## config.mk

```make
export PLATFORM = sky130hd
export DESIGN_NAME = piso_shift8
export DESIGN_NICKNAME = d
export VERILOG_FILES = /design/src/inc/piso_pkg.sv /design/src/design/pin_sync.sv /design/src/design/piso_shift8.sv
export SDC_FILE = /design/constraint.sdc
export NUM_CORES = 1
export LEC_CHECK = 0
export BUFFER_PORTS_ARGS = -buffer_cell sky130_fd_sc_hd__buf_2
export CAP_MARGIN = 10
export CELL_PAD_IN_SITES_DETAIL_PLACEMENT = 0
export CELL_PAD_IN_SITES_GLOBAL_PLACEMENT = 1
export CORE_MARGIN = 3
export CORE_UTILIZATION = 40
export DETAILED_ROUTE_END_ITERATION = 10
export PLACE_DENSITY_LB_ADDON = 0.1
export SLEW_MARGIN = 20
export SYNTH_ARGS = -nofsm -noshare
export SYNTH_HDL_FRONTEND = slang
export SYNTH_SLANG_ARGS = --single-unit
export TNS_END_PERCENT = 1
```

## constraint.sdc

```tcl
create_clock -name clk_in -period 1.28 [get_ports clk_in]
set_input_delay 0.064 -clock clk_in [delete_from_list [all_inputs] [get_ports clk_in]]
set_output_delay 0.064 -clock clk_in [all_outputs]
set_load 0.01 [all_outputs]
```

## src/inc/piso_pkg.sv

```systemverilog
/*
  package for the parallel-load shift register: widths, reset values,
  pin grouping struct and the synchroniser depth.
  assumes a single 25 MHz system clock and pins from outside that domain.
*/
package piso_pkg;
  localparam int unsigned STAGES       = 8;
  localparam int unsigned SYNC_DEPTH   = 2;
  localparam logic [7:0]  STAGE_RESET  = 8'h00;
  localparam logic        PIN_RESET    = 1'b0;
  localparam logic [2:0]  CTRL_RESET   = 3'h7; // idle: clocks high, no load
  // control pins sampled together
  typedef struct packed {
    logic shift_load_n;
    logic shift_clk;
    logic shift_hold;
  } ctrl_pins_t;
endpackage

```

## src/design/pin_sync.sv

```systemverilog
/*
  two-flop synchroniser for a bundle of asynchronous pins.
  assumes one clock, synchronous active-high reset and a clock enable.
*/
module pin_sync #(
  parameter int unsigned WIDTH = 1,
  parameter logic [WIDTH-1:0] RESET_VAL = '0
) (
  input  wire logic             clk_in,
  input  wire logic             rst_in,
  input  wire logic             ce_in,
  input  wire logic [WIDTH-1:0] async_in,
  output logic      [WIDTH-1:0] sync_out
);
  logic [WIDTH-1:0] meta_q;

  // first flop feeds only the second one
  always_ff @(posedge clk_in) begin
    if (rst_in) begin
      meta_q   <= RESET_VAL;
      sync_out <= RESET_VAL;
    end else if (ce_in) begin
      meta_q   <= async_in;
      sync_out <= meta_q;
    end
  end
endmodule

```

## src/design/piso_shift8.sv

```systemverilog
/*
  eight-stage parallel-in serial-out shift register, sampled on clk_in.
  assumes pin inputs are asynchronous to clk_in and that the far side
  holds each clock level for at least two clk_in periods; a shorter
  level may be missed, and pins are not watched while ce_in is low.
*/
module piso_shift8 #(
  parameter int unsigned WIDTH = piso_pkg::STAGES
) (
  input  wire logic             clk_in,
  input  wire logic             rst_in,
  input  wire logic             ce_in,
  input  wire logic             shift_load_n_in,
  input  wire logic             shift_clk_in,
  input  wire logic             shift_hold_in,
  input  wire logic             serial_in,
  input  wire logic [WIDTH-1:0] par_data_in,
  output logic                  serial_out,
  output logic                  serial_n_out
);
  piso_pkg::ctrl_pins_t ctrl_raw;
  piso_pkg::ctrl_pins_t ctrl_s;
  piso_pkg::ctrl_pins_t ctrl_prev_q;
  logic [WIDTH-1:0]     par_s;
  logic                 ser_s;
  logic [WIDTH-1:0]     stage_q;
  logic [WIDTH-1:0]     stage_d;
  logic                 clk_rise;
  logic                 hold_rise;
  logic                 do_shift;
  logic                 do_load;

  assign ctrl_raw = '{shift_load_n: shift_load_n_in,
                      shift_clk:    shift_clk_in,
                      shift_hold:   shift_hold_in};

  // every pin crosses two flops before any logic sees it
  pin_sync #(.WIDTH(3), .RESET_VAL(piso_pkg::CTRL_RESET)) u_ctrl_sync (
    .clk_in   (clk_in),
    .rst_in   (rst_in),
    .ce_in    (ce_in),
    .async_in (ctrl_raw),
    .sync_out (ctrl_s)
  );
  pin_sync #(.WIDTH(WIDTH + 1)) u_data_sync (
    .clk_in   (clk_in),
    .rst_in   (rst_in),
    .ce_in    (ce_in),
    .async_in ({serial_in, par_data_in}),
    .sync_out ({ser_s, par_s})
  );

  // previous sample of control pins for edge detection; its reset value
  // is all high, so a pin idling low shows a fall, never a false rise
  always_ff @(posedge clk_in) begin
    if (rst_in) begin
      ctrl_prev_q <= piso_pkg::CTRL_RESET;
    end else if (ce_in) begin
      ctrl_prev_q <= ctrl_s;
    end
  end

  // edge seen once per sample, so one edge gives one shift
  assign clk_rise  = ctrl_s.shift_clk & ~ctrl_prev_q.shift_clk;
  assign hold_rise = ctrl_s.shift_hold & ~ctrl_prev_q.shift_hold;
  assign do_load   = ~ctrl_s.shift_load_n;
  // the two clock inputs are interchangeable
  // a simultaneous rise of both counts as no shift: neither is low
  assign do_shift  = ctrl_s.shift_load_n &
                     ((clk_rise & ~ctrl_s.shift_hold) |
                      (hold_rise & ~ctrl_s.shift_clk));

  // decode checks; the shift decision looks only at synced samples
  property p_clk_edge;
    @(posedge clk_in) disable iff (rst_in)
      (clk_rise && !ctrl_s.shift_hold && ctrl_s.shift_load_n) |-> do_shift;
  endproperty
  a_clk_edge: assert property (p_clk_edge)
    else $error("clock rise with inhibit low did not shift");

  // held high means high in this sample and in the one before
  property p_held_high;
    @(posedge clk_in) disable iff (rst_in)
      ((ctrl_s.shift_clk && ctrl_prev_q.shift_clk) ||
       (ctrl_s.shift_hold && ctrl_prev_q.shift_hold)) |-> !do_shift;
  endproperty
  a_held_high: assert property (p_held_high)
    else $error("shift while a clock input was held high");

  property p_no_shift_high;
    @(posedge clk_in) disable iff (rst_in)
      (ctrl_s.shift_hold && ctrl_s.shift_clk) |-> !do_shift;
  endproperty
  a_no_shift_high: assert property (p_no_shift_high)
    else $error("shift while a clock input was high");

  property p_hold_edge;
    @(posedge clk_in) disable iff (rst_in)
      (hold_rise && !ctrl_s.shift_clk && ctrl_s.shift_load_n) |-> do_shift;
  endproperty
  a_hold_edge: assert property (p_hold_edge)
    else $error("hold rise with clock low did not shift");

  property p_load_wins;
    @(posedge clk_in) disable iff (rst_in)
      do_load |-> !do_shift;
  endproperty
  a_load_wins: assert property (p_load_wins)
    else $error("shift while parallel load was held");

  // a rise must clear after one use, or a held level would repeat
  property p_one_shift;
    @(posedge clk_in) disable iff (rst_in)
      (ce_in && clk_rise) |=> !clk_rise;
  endproperty
  a_one_shift: assert property (p_one_shift)
    else $error("one clock rise seen twice");

  // same guard for the inhibit path
  property p_hold_once;
    @(posedge clk_in) disable iff (rst_in)
      (ce_in && hold_rise) |=> !hold_rise;
  endproperty
  a_hold_once: assert property (p_hold_once)
    else $error("one inhibit rise seen twice");

  // next stage contents; stage 0 is first, WIDTH-1 is last
  always_comb begin
    stage_d = stage_q;
    // load first: it overrides any clock activity
    if (do_load) begin
      stage_d = par_s;
    end else if (do_shift) begin
      stage_d = {stage_q[WIDTH-2:0], ser_s};
    end
    // otherwise hold, parallel inputs ignored
  end

  // reset value is a tidy zero, but users must not rely on it
  // stage_d also feeds the output flops, so both move on one edge
  always_ff @(posedge clk_in) begin
    if (rst_in) begin
      stage_q <= piso_pkg::STAGE_RESET[WIDTH-1:0];
    end else if (ce_in) begin
      stage_q <= stage_d;
    end
  end

  // stage update checks
  property p_load_follows;
    @(posedge clk_in) disable iff (rst_in)
      (ce_in && do_load) |=> (stage_q == $past(par_s));
  endproperty
  a_load_follows: assert property (p_load_follows)
    else $error("stages did not take parallel data");

  property p_hold_stable;
    @(posedge clk_in) disable iff (rst_in)
      (ce_in && !do_load && !do_shift) |=> $stable(stage_q);
  endproperty
  a_hold_stable: assert property (p_hold_stable)
    else $error("stages changed without load or shift");

  property p_shift_move;
    @(posedge clk_in) disable iff (rst_in)
      (ce_in && do_shift) |=>
        (stage_q[WIDTH-1:1] == $past(stage_q[WIDTH-2:0]));
  endproperty
  a_shift_move: assert property (p_shift_move)
    else $error("stages did not move toward the last");

  property p_shift_in;
    @(posedge clk_in) disable iff (rst_in)
      (ce_in && do_shift) |=> (stage_q[0] == $past(ser_s));
  endproperty
  a_shift_in: assert property (p_shift_in)
    else $error("first stage missed serial input");

  // one check per stage, so a crossed data wire names its own stage;
  // the whole-word check above cannot say which stage went wrong
  for (genvar i = 0; i < WIDTH; i++) begin : g_take_chk
    property p_stage_take;
      @(posedge clk_in) disable iff (rst_in)
        (ce_in && do_load) |=> (stage_q[i] == $past(par_s[i]));
    endproperty
    a_stage_take: assert property (p_stage_take)
      else $error("a stage missed its own parallel input");
  end

  // outputs take the next last stage, so they move with it
  // driving them from stage_q instead would lag the stages by one edge
  always_ff @(posedge clk_in) begin
    if (rst_in) begin
      serial_out   <= piso_pkg::PIN_RESET;
      serial_n_out <= ~piso_pkg::PIN_RESET;
    end else if (ce_in) begin
      serial_out   <= stage_d[WIDTH-1];
      serial_n_out <= ~stage_d[WIDTH-1];
    end
  end

  // output pair check
  property p_outputs;
    @(posedge clk_in) disable iff (rst_in)
      ##1 ((serial_out == stage_q[WIDTH-1]) &&
           (serial_n_out != serial_out));
  endproperty
  a_outputs: assert property (p_outputs)
    else $error("serial outputs disagree with last stage");
endmodule

```

== Word-level counts from Yosys, hierarchy flattened ==
Cells that the tools add are included.

* Bits of input ports: 15
* Output and inout port bits: 2
* Word-level logic and storage cells: 24
* Bits in registers: 35

* Reduce and logical (&&, ||, !) cells: 1
* Multiplexer cells: 2
* Equality and inequality tests: 1
* Bitwise operators: 11

{| class="wikitable"
|+ Operator list
! cell !! number
|-
| $mux W8 || 2
|-
| $and A1 B1 Y1 || 5
|-
| $not A1 Y1 || 5
|-
| $ne A2 B2 Y1 const B || 1
|-
| $reduce_and A2 Y1 || 1
|-
| $or A1 B1 Y1 || 1
|}

== Longest topological paths before layout ==
Gate-level depths: netlist (run 1).

* Word-level depth: 8
* Depth in mapped cells: 4

== Cells and area by module ==
From an unflattened synthesis (run 1), not the netlist that was laid out.

* Cell total of the unflattened synthesis: 157
* Area, all modules: 1635.3 sq um

{| class="wikitable"
|+ By module, submodules not included
! module !! area an instance (sq um) !! cells each !! instances
|-
| piso_shift8 || 753.2 || 80 || 1
|-
| pin_sync (u_data_sync) || 649.4 || 58 || 1
|-
| pin_sync (u_ctrl_sync) || 232.7 || 19 || 1
|}

== Least setup slack after synthesis (run 1) ==
Ideal clock, no wire load.

* Path type: register to register
* Start point: register u_ctrl_sync.sync_out[0]
* End point: register with a tool-made name
* Slack: 0.180 ns
* Library setup time: 0.127 ns
* Arrival: 0.974 ns
* Path buffers: 1
* Cell stages (with the launch flop): 5
* Path through: dfxtp_1 > nor3b_2 > buf_6 > o2111a_1 > nor3_2

{| class="wikitable"
|+ RTL lines
! item !! line !! text
|-
| start, declared || pin_sync.sv:13 || <nowiki>output logic [WIDTH-1:0] sync_out</nowiki>
|-
| start signal, assigned || pin_sync.sv:24 || <nowiki>sync_out <= meta_q;</nowiki>
|}

== Worst setup path after layout (run 1) ==
* Start point: register u_ctrl_sync.sync_out[0]
* End point: register serial_n_out

* Longest elaborated chain between the ends: 7
* Elaborated cells on any way between the ends: 9
* Classes of those cells: mux: 2; bitwise: 7

{| class="wikitable"
|+ Ends and longest elaborated chain
! item !! line !! text
|-
| $and A1 B1 Y1 or $not A1 Y1 (tied branches) || piso_shift8.sv:65, piso_shift8.sv:70 ||
|-
| $and A1 B1 Y1 (on tied branches) || piso_shift8.sv:71, piso_shift8.sv:70 ||
|-
| $or A1 B1 Y1 (*) || piso_shift8.sv:70 || <nowiki>((clk_rise & ~ctrl_s.shift_hold) |</nowiki>
|-
| $and A1 B1 Y1 (*) || piso_shift8.sv:69 || <nowiki>assign do_shift = ctrl_s.shift_load_n &</nowiki>
|-
| $mux W8 (*) || piso_shift8.sv:133 || <nowiki>end else if (do_shift) begin</nowiki>
|-
| $mux W8 (*) || piso_shift8.sv:131 || <nowiki>if (do_load) begin</nowiki>
|-
| $not A1 Y1 (*) || piso_shift8.sv:198 || <nowiki>serial_n_out <= ~stage_d[WIDTH-1];</nowiki>
|-
| end signal, assigned || piso_shift8.sv:195 || <nowiki>serial_n_out <= ~piso_pkg::PIN_RESET;</nowiki>
|-
| end signal, assigned || piso_shift8.sv:198 ||
|-
| end, declared || piso_shift8.sv:19 || <nowiki>output logic serial_n_out</nowiki>
|}

Mark *: on every way between the ends. The rest lies on a longest branch, timed or not. The select of a mux whose other input is x is not followed.
A chain may end at the register's enable or synchronous reset.

==> results of run 1 <==
## power groups by stage
stage	logic, uW	clock network, uW	registers, uW
after floorplan	141	0	1180
after global routing	234	946	1160
final	211	874	1160
after detailed placement	204	0	1180
after global placement	198	0	1180
after CTS	212	897	1160
## sequential cells by signal, summed over array words and instances, names as in the netlist, named ones only
name / flops
u_ctrl_sync.sync_out: 3
u_ctrl_sync.meta_q: 3
stage_q: 7
u_data_sync.meta_q: 9
ctrl_prev_q: 2
u_data_sync.sync_out: 9
serial_n_out: 1
## worst max-delay path, cell delays in order, from the launching register on
cell      delay (ns)
dfxtp_1         0.34
nor3b_2         0.16
buf_4           0.18
o2111a_1        0.26
a211oi_2        0.19
## area by class of cell
class	instances	area, sq um	area share
flip-flops and latches	35	701	0.373
multi-input cells	106	795	0.422
well taps	48	60.1	0.0319
repair buffers	29	214	0.114
clock buffers	8	100	0.0532
inverters	3	11.3	0.00599
## repair_timing
action / 4_1_cts / 5_1_grt
hold endpoints to repair: 3 / 0
gates resized for setup: 0 / 2
buffers inserted: 0 / 0
hold buffers: 3 / 0
setup endpoints to repair: 0 / 8
## layout by cell type, fill, tap and decap left out, drive strengths merged, types with 2 or more instances in the layout
cell / Yosys / final
buf: 11 / 26
dfxtp: 35 / 35
inv: 2 / 2
a211oi: 2 / 2
o2111a: 2 / 2
nand2b: 2 / 2
nand2: 16 / 16
dlygate4sd3: 0 / 3
clkbuf: 2 / 8
nor2b: 8 / 8
a21oi: 6 / 6
o2111ai: 7 / 7
o221ai: 7 / 7
nor3b: 2 / 2
mux2i: 25 / 25
nor2: 19 / 19
nor3: 2 / 2
## through the flow
stage | worst slack [ns] | cell area [sq um] | util
floorplan | 0.180 | 1590 | -
global placement | 0.106 | 1740 | 0.466
detailed placement | 0.0227 | 1740 | 0.466
CTS | 0.0103 | 1870 | 0.501
global route | 0.0158 | 1880 | 0.502
finish | 0.0629 | 1880 | 0.502
## layer usage
metal  global-route usage  up-vias  part of all wire
met4               0.0456        0             0.014
met1                0.183      574              0.51
met5                    0        -                 0
li1                     -      609                 -
met2                0.214       19              0.44
met3               0.0612        5             0.039
## how the worst max path moves through the flow
| stage | from | to | slack, ns | cells after the start |
|---|---|---|---|---|
| 2_1_floorplan | u_ctrl_sync.sync_out[0]$_SDFFE_PP1P_ | flip-flop | 0.18 | 4 |
| 3_3_place_gp | u_ctrl_sync.sync_out[1]$_SDFFE_PP1P_ | flip-flop | 0.11 | 4 |
| 3_5_place_dp | u_ctrl_sync.sync_out[2]$_SDFFE_PP1P_ | stage_q[0]$_SDFFE_PP0P_ | 0.02 | 3 |
| 4_1_cts | u_ctrl_sync.sync_out[2]$_SDFFE_PP1P_ | stage_q[0]$_SDFFE_PP0P_ | 0.01 | 3 |
| 5_1_grt | u_ctrl_sync.sync_out[1]$_SDFFE_PP1P_ | flip-flop | 0.02 | 4 |
| 6_report | u_ctrl_sync.sync_out[0]$_SDFFE_PP1P_ | serial_n_out$_SDFFE_PP1P_ | 0.06 | 4 |
## cells by family after synthesis
kind of cell           Yosys count
DFF                             35
and+or+nand+nor                 53
muxes                           25
AOI/OAI and AO/OA               28
buffers and inverters           16
==> results.json, run 1 <==
{
  "status": "complete, no violations",
  "p_leak_uw": 0.000786,
  "holdWs_ns": 0.00926,
  "nNetsFinal": 195,
  "core_area_sq_um": 3740,
  "synth_nets": 172,
  "p_switching_uw": 517,
  "viasPerCell": 5.27,
  "whs_path_depth": 3,
  "ys_top_cells_by_area": "dfxtp_1 44%, mux2i_1 16%, o221ai_2 6.6%",
  "hp-start": "par_data_in[5]",
  "synth_top_family_by_area": "compound AO/OA/AOI/OAI gates",
  "r2r-start": "u_ctrl_sync.sync_out[0]$_SDFFE_PP1P_",
  "synth_common_cells": "35 x dfxtp_1, 25 x mux2i_1, 19 x nor2_1",
  "r2r-end": "serial_n_out$_SDFFE_PP1P_",
  "cts_sinks": 35,
  "min_period_ns": 1.22,
  "slew_headroom": 0.771,
  "insertion_delay_ns": 0.29,
  "end_kind": "flip-flop",
  "drcViolationCount": 0,
  "irDropWorstVdd_mv": 0.852,
  "fp.dieW_um": 69.1,
  "grt_pass1_wl_um": 5400,
  "required_ns": 1.49,
  "drtAntennaViolNets": 0,
  "yosysWarnings": 0,
  "synthFlopType": "dfxtp_1",
  "path_clk_slew_ns": 0.07,
  "root_buffer": "clkbuf_8",
  "ios": 17,
  "synth-seq-area-share": 0.440,
  "p_seq_frac": 0.517,
  "synth_compound_area_frac": 0.177,
  "drv_cap": 0,
  "grt.overflow.total": 0,
  "cts_tree": "done",
  "drt_iter0_drc": 60,
  "setup_tns_ns": 0,
  "cts_buffer_depth": 2,
  "reg2reg_slack_ns": 0.06,
  "synth_simple_gate_area_frac": 0.163,
  "synthXorXnorAreaFrac": 0,
  "grt_setup_unrepaired": "no",
  "synth_edf_count": 0,
  "syn-cell-area_sq_um": 1590,
  "port_buffers": 16,
  "grt_max_degree": 22,
  "synthDistinctLibCells": 29,
  "ys_ff_latch": 35,
  "crit_type": "reg -> reg",
  "cp-start-kind": "flip-flop",
  "power.density_nw_per_um2": 1190,
  "hold_violations": 0,
  "grt_antenna_before_repair": 0,
  "routedWlPerCell_um": 13.7,
  "start_util": 0.425,
  "yosysMostFrequentCell": "dfxtp_1",
  "max_freq_mhz": 822,
  "clock_power_share": 0.390,
  "cts-buffers-inserted": 5,
  "timing.final.crit_share": 0.951,
  "synth-adder-area-share": 0,
  "vias": 1207,
  "slew_viol_final": 0,
  "power.total_uw": 2240,
  "reg2regPathDepth": 4,
  "synth_mux_area_frac": 0.157,
  "htreeDepth": 2,
  "dr.pass1.iters": 4,
  "syn_avg_cell_area_sq_um": 10.1,
  "finalSetupViolCount": 0,
  "critPathArrivalTime_ns": 1.43,
  "min_to": "u_data_sync.meta_q[5]$_SDFFE_PP0P_",
  "cp_max_fo": 11,
  "synth_cells": 157,
  "internal-power_uw": 1730,
  "routed_wl_um": 3130,
  "placed_cells": 218,
  "die_area_sq_um": 4770,
  "gp_congestion": 0.756,
  "combPwrFrac": 0.094,
  "dpl.hpwl_um": 2130,
  "fin_worst_skew_ns": 0.00205,
  "drive_above_1_share": 0.260,
  "diodes": 0,
  "yosysTopAreaCell": "dfxtp_1",
  "synthDominantCellAreaShare": 0.440,
  "die_h_um": 69.1,
  "worst_pin_slew_ns": 0.341,
  "stdcell_count": 229,
  "hp-class": "in -> reg",
  "synthArstFlopShare": 0,
  "row_count": 22,
  "grtUsageTotal": 0.142,
  "area_delta_synth_final_pct": 18.1,
  "swShare": 0.230,
  "grt_pass1_vias": 1171,
  "fill_cells": 373
}
No activity file was read; power rests on OpenSTA's default activity.
==> run 2, diff against run 1 <==
- HOLD_SLACK_MARGIN: unset -> 0.15
==> run 2 against run 1 <==
- first-iteration DRC count fell by 20%
- clock power fell by 0.5%
- critical path depth rose by 1
- register-to-register slack barely moved
- clock skew barely moved
- sequential cell count did not move
- die area did not move
- maximum frequency fell by 3.5%
- critical path type is now in -> reg
==> results.json, run 2 (synthesized netlist as in run 1, its figures left out) <==
{
  "status": "complete, no violations",
  "critPathBufInv": 3,
  "viasPerCell": 5.21,
  "area_delta_synth_final_pct": 26.4,
  "stdcell_count": 242,
  "row_count": 22,
  "min_period_ns": 1.26,
  "cts_buffer_depth": 2,
  "reg2reg_slack_ns": 0.06,
  "worst_pin_slew_ns": 0.344,
  "vias": 1261,
  "finalSetupViolCount": 0,
  "fin_worst_skew_ns": 0.00197,
  "max_freq_mhz": 793,
  "critical-path-slowest-cell": "dlygate4sd3_1",
  "hold_violations": 0,
  "fill_cells": 361,
  "htreeDepth": 2,
  "drv_cap": 0,
  "drtAntennaViolNets": 0,
  "required_ns": 1.46,
  "final_area_sq_um": 2010,
  "die_h_um": 69.1,
  "grt_antenna_before_repair": 0,
  "p_leak_uw": 0.000853,
  "start_util": 0.425,
  "crit_chain": "dlygate4sd3_1 > buf_2 > mux2i_1 > nor2_1 > dlygate4sd3_1",
  "die_area_sq_um": 4770,
  "setup_tns_ns": 0,
  "fp.dieW_um": 69.1,
  "path_clk_slew_ns": 0.07,
  "ios": 17,
  "grt.overflow.total": 0,
  "diodes": 0,
  "dr.pass1.iters": 4,
  "cts-buffers-inserted": 5,
  "crit_type": "in -> reg",
  "critPathArrivalTime_ns": 1.44,
  "grt_max_degree": 22,
  "gp_congestion": 0.756,
  "grt_setup_unrepaired": "no",
  "routed_wl_um": 3300,
  "layout_commonest_cell": "dfxtp_1",
  "cts_tree": "done",
  "insertion_delay_ns": 0.28,
  "final_cell_mix": "35 x dfxtp_1, 25 x mux2i_1, 19 x nor2_1",
  "grt_pass1_wl_um": 5670,
  "crit_top_cell": "dlygate4sd3_1",
  "routedWlPerCell_um": 13.6,
  "dpl.hpwl_um": 2130,
  "worst_path_dominant_cell_family": "buffers and inverters",
  "cpPeakStageDelay_ns": 0.54,
  "cp_max_fo": 1,
  "post_cts_buffers": 0,
  "seq_area_sq_um": 701,
  "end_kind": "flip-flop",
  "drive_above_1_share": 0.242,
  "reg_top3": "u_data_sync.meta_q: 9 flops, u_data_sync.sync_out: 9 flops, stage_q: 7 flops",
  "slew_viol_final": 0,
  "core_area_sq_um": 3740,
  "grt_pass1_vias": 1238,
  "drt_iter0_drc": 48,
  "power.density_nw_per_um2": 1130,
  "power.total_uw": 2270,
  "slew_headroom": 0.770,
  "grtUsageTotal": 0.149,
  "nNetsFinal": 208,
  "hp-class": "in -> reg",
  "drcViolationCount": 0,
  "timing.final.crit_share": 0.985,
  "port_buffers": 16,
  "multiInputGateArea_sq_um": 795,
  "placed_area_sq_um": 1740,
  "cts_sinks": 35,
  "cp-start-kind": "primary input",
  "holdWs_ns": 0.258,
  "placed_cells": 218,
  "root_buffer": "clkbuf_8",
  "irDropWorstVdd_mv": 0.849
}
run 2: worst paths after layout:
| kind | from | depth (start not counted) | to |
|---|---|---|---|
| max | serial_in | 5 | u_data_sync.meta_q[8]$_SDFFE_PP0P_ |
| min | rst_in | 3 | u_data_sync.sync_out[4]$_SDFFE_PP0P_ |
| max reg2reg | u_ctrl_sync.sync_out[0]$_SDFFE_PP1P_ | 4 | serial_n_out$_SDFFE_PP1P_ |
| min reg2reg | u_ctrl_sync.meta_q[0]$_SDFFE_PP1P_ | 2 | u_ctrl_sync.meta_q[0]$_SDFFE_PP1P_ |
run 2: stage by stage:
step / utilization / worst slack (ns)
after global routing: 0.538 / 0.00107
after detailed placement: 0.466 / 0.0227
final: 0.538 / 0.0194
after floorplan: - / 0.180
after global placement: 0.466 / 0.106
after CTS: 0.535 / 0.0103
run 2: final cells by class:
type | count | share of cell area
Sequential cell | 35 | 0.348
Timing Repair Buffer | 42 | 0.172
Tap cell | 48 | 0.0298
Inverter | 3 | 0.00559
Multi-Input combinational cell | 106 | 0.395
Clock buffer | 8 | 0.0497
run 2: worst reg2reg max path: stages, from the launching register on:
cell and delay [ns]:
dfxtp_1 0.34, nor3b_2 0.16, buf_4 0.18, o2111a_1 0.27, a211oi_2 0.19
run 2: routing by layer:
layer | vias up | routed length (um) | GRT usage
li1 | 634 | - | -
met1 | 600 | 1650 | 0.191
met2 | 22 | 1480 | 0.231
met3 | 5 | 119 | 0.0583
met4 | 0 | 44 | 0.0456
met5 | - | 0 | 0
run 2: timing repair:
action,in CTS,in global routing
gates resized for setup,0,3
endpoints found under the hold margin,15,0
hold buffers,16,0
endpoints found under the setup margin,0,9
run 2: report_power, final:
group | internal, uW | switching, uW
Combinational | 131 | 113
Clock | 491 | 379
Sequential | 1130 | 27.0
